==> config.mk <==
export PLATFORM = sky130hd
export DESIGN_NAME = spm_protection_ctrl
export DESIGN_NICKNAME = d
export VERILOG_FILES = /design/src/design/spm_pkg.sv /design/src/design/spm_protection_ctrl.sv
export SDC_FILE = /design/constraint.sdc
export NUM_CORES = 1
export LEC_CHECK = 0
export BUFFER_PORTS_ARGS = -buffer_cell sky130_fd_sc_hd__buf_2
export CORE_MARGIN = 4
export CORE_UTILIZATION = 45
export DETAILED_ROUTE_END_ITERATION = 12
export GPL_ROUTABILITY_DRIVEN = 0
export PLACE_DENSITY = 0.6
export SYNTH_ARGS = -nofsm -noshare
export SYNTH_HDL_FRONTEND = slang
export SYNTH_SLANG_ARGS = --single-unit
==> constraint.sdc <==
create_clock -name clk_sys -period 5.68 [get_ports clk_sys]
set_input_delay 1.704 -clock clk_sys [delete_from_list [all_inputs] [get_ports clk_sys]]
set_output_delay 1.704 -clock clk_sys [all_outputs]
set_load 0.02 [all_outputs]
==> src/design/spm_pkg.sv <==
// Package for the supply protection mode controller.
// Assumes a single 10 MHz system clock; all times become cycle counts here.
package spm_pkg;
	// System clock rate
	localparam int CLK_HZ = 10_000_000;

	// Times as printed, in their own units
	localparam int OVP_PERSIST_US   = 120;
	localparam int SPIKE_FILTER_US  = 25;
	localparam int SHORT_PERSIST_NS = 190;
	localparam int EXT_BLANK_MS     = 2;
	localparam int OVL_BLANK_MS     = 20;

	// Cycle counts; least times round up, none below one cycle
	localparam int OVP_PERSIST_CYC   = (OVP_PERSIST_US * (CLK_HZ / 1000) + 999)
		/ 1000;
	localparam int SPIKE_FILTER_CYC  = (SPIKE_FILTER_US * (CLK_HZ / 1000) + 999)
		/ 1000;
	localparam int SHORT_PERSIST_CYC = (SHORT_PERSIST_NS * (CLK_HZ / 1_000_000)
		+ 999) / 1000;
	localparam int EXT_BLANK_CYC     = EXT_BLANK_MS * (CLK_HZ / 1000);
	localparam int OVL_BLANK_CYC     = OVL_BLANK_MS * (CLK_HZ / 1000);

	// Counter width wide enough for every count above
	localparam int CNT_W = 18;

	// Operating modes
	typedef enum logic [2:0] {
		SPM_OFF,
		SPM_STARTUP,
		SPM_NORMAL,
		SPM_RESTART,
		SPM_LATCHED
	} spm_mode_t;
endpackage

==> src/design/spm_protection_ctrl.sv <==
// Protection mode controller: latched-off and auto-restart decisions.
// Assumes comparator and pin indications arrive asynchronously from the
// analog front end; each passes a two-stage synchroniser first.
// All times are counts of the system clock; the package converts them.
// The analog levels live in the comparators; this block sees only their
// outputs, so every threshold here is a time, never a voltage.
//
// Summary of operation
// - Supply above overvoltage level for 120 us latches the device off.
// - Overvoltage protection stays armed in normal and burst operation.
// - Latched off: reference mostly off; exit only when supply below 6.23V.
// - Latched off: lockout turns startup cell on below 10.5V, off above 18V.
// - Latched off: no startup or switching when lockout turn-on level reached.
// - Junction over thermal shutdown threshold latches the device off.
// - Over-temperature and overvoltage pass a 25 us spike filter first.
// - Normally the current limit comparator ends the switching pulse.
// - Current sense above short level for 190 ns latches off at once.
// - External transistor pulling blanking pin low forces latched off.
// - External latch request ignored during startup for 2 ms.
// - Feedback overload for 20 ms releases the blanking pin clamp.
// - Counter done and pin above threshold, after 25 us, start restart.
// - Without capacitor the pin threshold holds right after clamp release.
// - Supply undervoltage enters auto-restart and a fresh startup.
// - Auto-restart always runs startup, rechecks faults, then resumes.
`timescale 1ns/1ps
module spm_protection_ctrl
	import spm_pkg::*;
#(
	parameter int OVL_BLANK   = OVL_BLANK_CYC,
	parameter int EXT_BLANK   = EXT_BLANK_CYC,
	parameter int STARTUP_CYC = 100
) (
	input  wire logic      clk_sys,
	input  wire logic      srst,
	input  wire logic      supply_overvoltage_comparator,
	input  wire logic      thermal_shutdown_hot,
	input  wire logic      current_limit_comparator,
	input  wire logic      secondary_short_comparator,
	input  wire logic      blanking_pin_low,
	input  wire logic      blanking_pin_high,
	input  wire logic      feedback_overload_comparator,
	input  wire logic      supply_below_reset,
	input  wire logic      supply_below_off,
	input  wire logic      supply_above_on,
	input  wire logic      pwm_pulse_request,
	output logic           gate_drive,
	output logic           startup_cell_on,
	output logic           reference_on,
	output logic           blanking_clamp_switch,
	output logic           latched_off,
	output logic           auto_restart
);
	import spm_pkg::*;

	////////////////////////////////////////////////////////////////////////
	// Input synchronisers; the first stage feeds only the second
	localparam int NIN = 11;
	logic [NIN-1:0] sync_a;
	logic [NIN-1:0] sync_b;
	logic [NIN-1:0] next_sync_a;
	logic [NIN-1:0] next_sync_b;

	// Both stages load every edge; one bit per indication, no spare
	always_comb begin
		next_sync_a = {
			supply_overvoltage_comparator,
			thermal_shutdown_hot,
			current_limit_comparator,
			secondary_short_comparator,
			blanking_pin_low,
			blanking_pin_high,
			feedback_overload_comparator,
			supply_below_reset,
			supply_below_off,
			supply_above_on,
			pwm_pulse_request
		};
		next_sync_b = sync_a;
	end

	// Synchroniser flops; no reset, they flush within two edges
	always_ff @(posedge clk_sys) begin
		sync_a <= next_sync_a;
		sync_b <= next_sync_b;
	end

	logic s_ovp;
	logic s_hot;
	logic s_ilim;
	logic s_short;
	logic s_bl_low;
	logic s_bl_high;
	logic s_ovl;
	logic s_uv_reset;
	logic s_uv_off;
	logic s_uv_on;
	logic s_pwm;

	// Second stage outputs, the only taps the logic below may read
	assign {
		s_ovp,
		s_hot,
		s_ilim,
		s_short,
		s_bl_low,
		s_bl_high,
		s_ovl,
		s_uv_reset,
		s_uv_off,
		s_uv_on,
		s_pwm
	} = sync_b;

	// Saturating persistence counter step: count while cond, else clear.
	// Saturation keeps a long fault from wrapping back under the limit.
	function automatic logic [CNT_W-1:0] persist(
		input logic             cond,
		input logic [CNT_W-1:0] cnt,
		input int               lim
	);
		if (!cond)
			return '0;
		else if (int'(cnt) >= lim)
			return cnt;
		else
			return cnt + 1'b1;
	endfunction

	// Filter verdict, shared by every persistence and blanking counter
	function automatic logic reached(
		input logic [CNT_W-1:0] cnt,
		input int               lim
	);
		return int'(cnt) >= lim;
	endfunction

	////////////////////////////////////////////////////////////////////////
	// Fault persistence filters and blanking counters
	logic [CNT_W-1:0] ovp_cnt;
	logic [CNT_W-1:0] hot_cnt;
	logic [CNT_W-1:0] short_cnt;
	logic [CNT_W-1:0] ovl_cnt;
	logic [CNT_W-1:0] rst_cnt;
	logic [CNT_W-1:0] ext_cnt;
	logic [CNT_W-1:0] next_ovp_cnt;
	logic [CNT_W-1:0] next_hot_cnt;
	logic [CNT_W-1:0] next_short_cnt;
	logic [CNT_W-1:0] next_ovl_cnt;
	logic [CNT_W-1:0] next_rst_cnt;
	logic [CNT_W-1:0] next_ext_cnt;
	spm_mode_t        mode;
	logic             running;
	logic             ovl_done;
	logic             ovp_trip;
	logic             hot_trip;
	logic             short_trip;
	logic             ext_trip;
	logic             restart_and_gate;
	logic             restart_trip;

	// Running covers startup and normal; burst is part of normal here
	// Faults are armed only here; outside it the gate is already off
	assign running = (mode == SPM_STARTUP) || (mode == SPM_NORMAL);

	always_comb begin
		// OVP: spike filter then 120 us persistence, armed while running
		next_ovp_cnt   = persist(s_ovp && running, ovp_cnt,
			SPIKE_FILTER_CYC + OVP_PERSIST_CYC);
		next_hot_cnt   = persist(s_hot && running, hot_cnt,
			SPIKE_FILTER_CYC);
		next_short_cnt = persist(s_short && running, short_cnt,
			SHORT_PERSIST_CYC);
		// Overload blanking: dropping feedback clears the count
		next_ovl_cnt   = persist(s_ovl && running, ovl_cnt, OVL_BLANK);
		// Restart gate spike filter after clamp release
		next_rst_cnt   = persist(restart_and_gate, rst_cnt,
			SPIKE_FILTER_CYC);
		// External latch blanking counts from startup entry into normal
		// operation, so a startup shorter than the blanking cannot disarm it
		if (running)
			next_ext_cnt = persist(1'b1, ext_cnt, EXT_BLANK);
		else
			next_ext_cnt = '0;
	end

	// Filter and blanking counters start cleared
	always_ff @(posedge clk_sys) begin
		if (srst) begin
			ovp_cnt   <= '0;
			hot_cnt   <= '0;
			short_cnt <= '0;
			ovl_cnt   <= '0;
			rst_cnt   <= '0;
			ext_cnt   <= '0;
		end else begin
			ovp_cnt   <= next_ovp_cnt;
			hot_cnt   <= next_hot_cnt;
			short_cnt <= next_short_cnt;
			ovl_cnt   <= next_ovl_cnt;
			rst_cnt   <= next_rst_cnt;
			ext_cnt   <= next_ext_cnt;
		end
	end

	// Trip decisions from the filters
	assign ovp_trip   = reached(ovp_cnt,
		SPIKE_FILTER_CYC + OVP_PERSIST_CYC);
	assign hot_trip   = reached(hot_cnt, SPIKE_FILTER_CYC);
	assign short_trip = reached(short_cnt, SHORT_PERSIST_CYC);
	// Pin pulled under the clamp level means the external transistor;
	// the blanking keeps an unsettled pin at startup from latching
	assign ext_trip   = running && s_bl_low
		&& reached(ext_cnt, EXT_BLANK);
	// Basic blanking done; the clamp opens from here
	assign ovl_done   = reached(ovl_cnt, OVL_BLANK);
	// No capacitor: high indication arrives right after release
	assign restart_and_gate = ovl_done && s_bl_high && running;
	// Overload auto-restart only after the gate held for the spike filter
	assign restart_trip = reached(rst_cnt, SPIKE_FILTER_CYC);

	////////////////////////////////////////////////////////////////////////
	// Mode machine
	logic [CNT_W-1:0] su_cnt;
	logic [CNT_W-1:0] next_su_cnt;
	spm_mode_t        next_mode;
	logic             any_latch;

	// Every latching cause; each is already filtered to its own time
	assign any_latch = ovp_trip
		|| hot_trip
		|| short_trip
		|| ext_trip;

	// Next mode from the present mode and the filtered causes
	always_comb begin
		next_mode   = mode;
		next_su_cnt = '0;
		unique case (mode)
			SPM_OFF: begin
				if (s_uv_on)
					next_mode = SPM_STARTUP;
			end
			SPM_STARTUP: begin
				// Fixed startup phase with switching, then recheck
				next_su_cnt = su_cnt + 1'b1;
				if (int'(su_cnt) >= STARTUP_CYC - 1)
					next_mode = SPM_NORMAL;
			end
			SPM_NORMAL: begin
			end
			SPM_RESTART: begin
				// Switching stops, so the rail sags to the lockout level;
				// only once the cell has recharged it past turn-on does a
				// fresh startup begin, otherwise an overload would retry
				// at once with no pause
				if (s_uv_on && startup_cell_on)
					next_mode = SPM_STARTUP;
			end
			SPM_LATCHED: begin
				// Only supply collapse leaves this state
				if (s_uv_reset)
					next_mode = SPM_OFF;
			end
			default: begin
				// Unused codes of the mode register fall back to off
				next_mode = SPM_OFF;
			end
		endcase
		// Latching faults take priority over restart causes; both are
		// judged only while switching, since latched and restart modes
		// already hold the gate off and must not re-enter themselves
		if (running && any_latch)
			next_mode = SPM_LATCHED;
		else if (running && (s_uv_off || restart_trip))
			next_mode = SPM_RESTART;
	end

	// Mode register; reset starts in off with the cell charging
	always_ff @(posedge clk_sys) begin
		if (srst) begin
			mode   <= SPM_OFF;
			su_cnt <= '0;
		end else begin
			mode   <= next_mode;
			su_cnt <= next_su_cnt;
		end
	end

	////////////////////////////////////////////////////////////////////////
	// Registered outputs; every port comes straight from a flip-flop so
	// the pins never glitch while the next mode settles
	logic next_gate;
	logic next_cell;
	logic next_ref;
	logic next_clamp;
	logic next_latch;
	logic next_restart;
	logic cell_on;

	always_comb begin
		// Pulse ends as soon as the current limit trips
		next_gate  = (next_mode == SPM_STARTUP || next_mode == SPM_NORMAL)
			&& s_pwm && !s_ilim && !any_latch;
		// Lockout hysteresis drives the startup cell in every mode
		// between the two levels the cell keeps its last state
		if (s_uv_off)
			next_cell = 1'b1;
		else if (s_uv_on)
			next_cell = 1'b0;
		else
			next_cell = cell_on;
		// Reference stays down while latched it also stays down
		// in off, where the supply has not yet reached turn-on
		next_ref   = next_mode != SPM_LATCHED && next_mode != SPM_OFF;
		// Clamp released only once blanking completes
		next_clamp = !(ovl_done && running);
		// Mode flags follow the next mode so they change with it
		next_latch   = next_mode == SPM_LATCHED;
		next_restart = next_mode == SPM_RESTART;
	end

	// Output flops; reset leaves the cell charging and the clamp closed
	always_ff @(posedge clk_sys) begin
		if (srst) begin
			gate_drive            <= 1'b0;
			cell_on               <= 1'b1;
			startup_cell_on       <= 1'b1;
			reference_on          <= 1'b0;
			blanking_clamp_switch <= 1'b1;
			latched_off           <= 1'b0;
			auto_restart          <= 1'b0;
		end else begin
			gate_drive            <= next_gate;
			cell_on               <= next_cell;
			startup_cell_on       <= next_cell;
			reference_on          <= next_ref;
			blanking_clamp_switch <= next_clamp;
			latched_off           <= next_latch;
			auto_restart          <= next_restart;
		end
	end
endmodule

==> out/results.tsv <==
metric	value	unit
period_share	0.580	
layout.nets	686	
fin_tns_setup	0	ps
max_freq	304	MHz
final_antenna_net_count	0	
synth_nets	673	
drt_first_pass_iters	4	
cts_buffers	17	
hold_buffers	0	
die_width	125	um
antenna_cells	0	
synth_flop_cell	dfxtp_1	
slowest_delay	570	ps
setup_viol	0	
antenna_found_initial	0	
rsz0062_at_grt	false	
ys_ff_latch	157	
fillers	1246	
drc	0	
yosysSeqAreaShare	0.508	
grt_max_degree	44	
maxSlewViolCount	0	
yosysWarnings	0	
start_util	0.463	
holdCritPathClass	reg2reg	
fin_crit	3290	ps
p_leak	0.00287	uW
avgSynthCellArea	9.56	um2
overflow	0	
core	13300	um2
numPortBuffers	18	
grt_pass1_wl	20.3	mm
cp_data_arrival_time	3640	ps
drive_gt1_frac	0.104	
post_cts_buffers	0	
max_slew.worst_pin.slew	998	ps
clock-sinks	157	
max-slew-margin-rel	0.333	
path_class	in2reg	
vias	4649	
htreeDepth	4	
ys_async_sr_fraction	0	
synth_edf_count	0	
insertion_delay	420	ps
rows	42	
cts_resized	0	
crit_slowest_cell	and3_1	
crit_required	6030	ps
die_y	125	um
first_iter_violations	223	
worstPathMaxFanout	18	
netlist_area	6180	um2
vias_per_cell	5.48	
p_per_area	382	nW/um2
path_clk_slew	60	ps
finClkSkew	9.06	ps
cp-end-kind	flip-flop	
track_usage	0.154	
cp-start-kind	primary input	
outcome	completed	
critPathBufInv	2	
post_drt_wl_per_cell	13.6	um
grt_pass1_vias	4446	
area_delta_synth_final	14.0	%
drv_cap	0	
hpwl	7.62	mm
worstPathCellList	buf_2, inv_1, and3_1, nand2_1, or2_2, mux2i_1	
wl	11.5	mm
synth.distinct_cells	56	
ir_worst_vdd	0.224	mV
cts_tree	built	
finalHoldViolations	0	
dieArea	15700	um2
top_level_ports	19	
fin_util	0.528	
root_buffer	clkbuf_16	
crit_family	simple AND/OR/NAND/NOR gates	
clockBufferDepth	2	
synth_cells	647	
==> kinds of logic after synthesis <==
kind of cell / Yosys count / synth area share
multiplexers: 7 / 0.0113
flip-flops: 157 / 0.508
buffers and inverters: 53 / 0.0322
XOR/XNOR: 35 / 0.0496
adder cells (fa/ha/maj): 13 / 0.0263
AO/OA/AOI/OAI: 104 / 0.132
AND/OR/NAND/NOR: 278 / 0.241
==> path summary, 6_finish.rpt <==
check                end  slack [ps]      startpoint  depth (start not counted)
max          ovl_cnt[13]        2390            srst                          6
min            sync_b[6]         330  next_sync_b[6]                          0
max reg2reg   gate_drive        3080      ovp_cnt[0]                          7
min reg2reg    sync_b[6]         330  next_sync_b[6]                          0
==> state kept, by name, summed over array words and instances (netlist names) <==
| register | count |
|---|---|
| auto_restart | 1 |
| blanking_clamp_switch | 1 |
| cell_on | 1 |
| ext_cnt | 18 |
| gate_drive | 1 |
| hot_cnt | 18 |
| latched_off | 1 |
| mode | 3 |
| next_sync_b | 11 |
| ovl_cnt | 18 |
| ovp_cnt | 18 |
| reference_on | 1 |
| rst_cnt | 18 |
| short_cnt | 18 |
| su_cnt | 18 |
| sync_b | 11 |
==> layer usage <==
| metal | global-route usage | wire (um) |
|---|---|---|
| met1 | 0.200 | 5640 |
| met2 | 0.247 | 5340 |
| met3 | 0.0345 | 350 |
| met4 | 0.0663 | 208 |
| met5 | 0 | 0 |
==> worst register-to-register path, stage by stage, from the launching register on <==
cell and delay [ps]:
dfxtp_1 390, inv_1 60, ha_1 190, o211ai_1 180, nor4_1 110, a211oi_2 840, nand3_1 320, a2111oi_2 390
==> Yosys cell counts (6+ instances only) <==
cell type,instances,share of area
dfxtp_1,157,0.51
nor2_1,68,0.041
and3_1,50,0.051
nand3_1,36,0.029
nand2_1,32,0.019
a21oi_1,27,0.022
inv_1,27,0.016
xnor2_1,24,0.034
clkbuf_1,22,0.013
and2_1,19,0.019
nor4_1,19,0.019
ha_1,13,0.026
a31oi_1,11,0.011
xor2_1,11,0.016
a41o_1,10,0.016
nand4_1,9,0.0091
or4_1,9,0.011
o31ai_1,8,0.0097
mux2i_1,7,0.011
nor3_1,7,0.0057
a211oi_1,6,0.0073
and4_1,6,0.0085
==> metrics by stage <==
step	instance area [um2]	cells	worst slack, ps	hold slack, ps	total power, uW
4_1_cts	7050	849	2360	329	2720
6_report	7050	849	2390	327	2690
2_1_floorplan	6180	647	2790	310	1430
3_5_place_dp	6410	817	1950	315	1500
3_3_place_gp	6410	817	2020	310	1490
5_1_grt	7050	849	2160	336	2820
==> cells in the final DEF (no fill, tap or decap), types with 13 or more instances in the layout <==
cell / synthesis / layout
nand3_1: 36 / 36
a21oi_1: 27 / 27
ha_1: 13 / 13
dfxtp_1: 157 / 157
nor4_1: 19 / 19
and2_1: 19 / 19
clkbuf_16: 0 / 17
xnor2_1: 24 / 24
inv_1: 27 / 27
nor2_1: 68 / 68
and3_1: 50 / 50
buf_2: 0 / 18
nand2_1: 32 / 32
==> cell type report <==
cell class	count	area, um2	area share
repair buffers	20	105	0.0149
multi-input cells	437	2840	0.403
inverters	27	101	0.0144
clock buffers	20	457	0.0648
well taps	176	220	0.0312
flip-flops and latches	157	3140	0.446
clock inverters	12	184	0.0261
==> power by group <==
part / total (uW) / switching (uW) / leakage, uW / internal [uW]
logic: 293 / 198 / 0.00128 / 94.5
clock network: 1210 / 449 / 0.000308 / 764
registers: 1190 / 42.3 / 0.00128 / 1140
No activity file was read; power rests on OpenSTA's default activity.
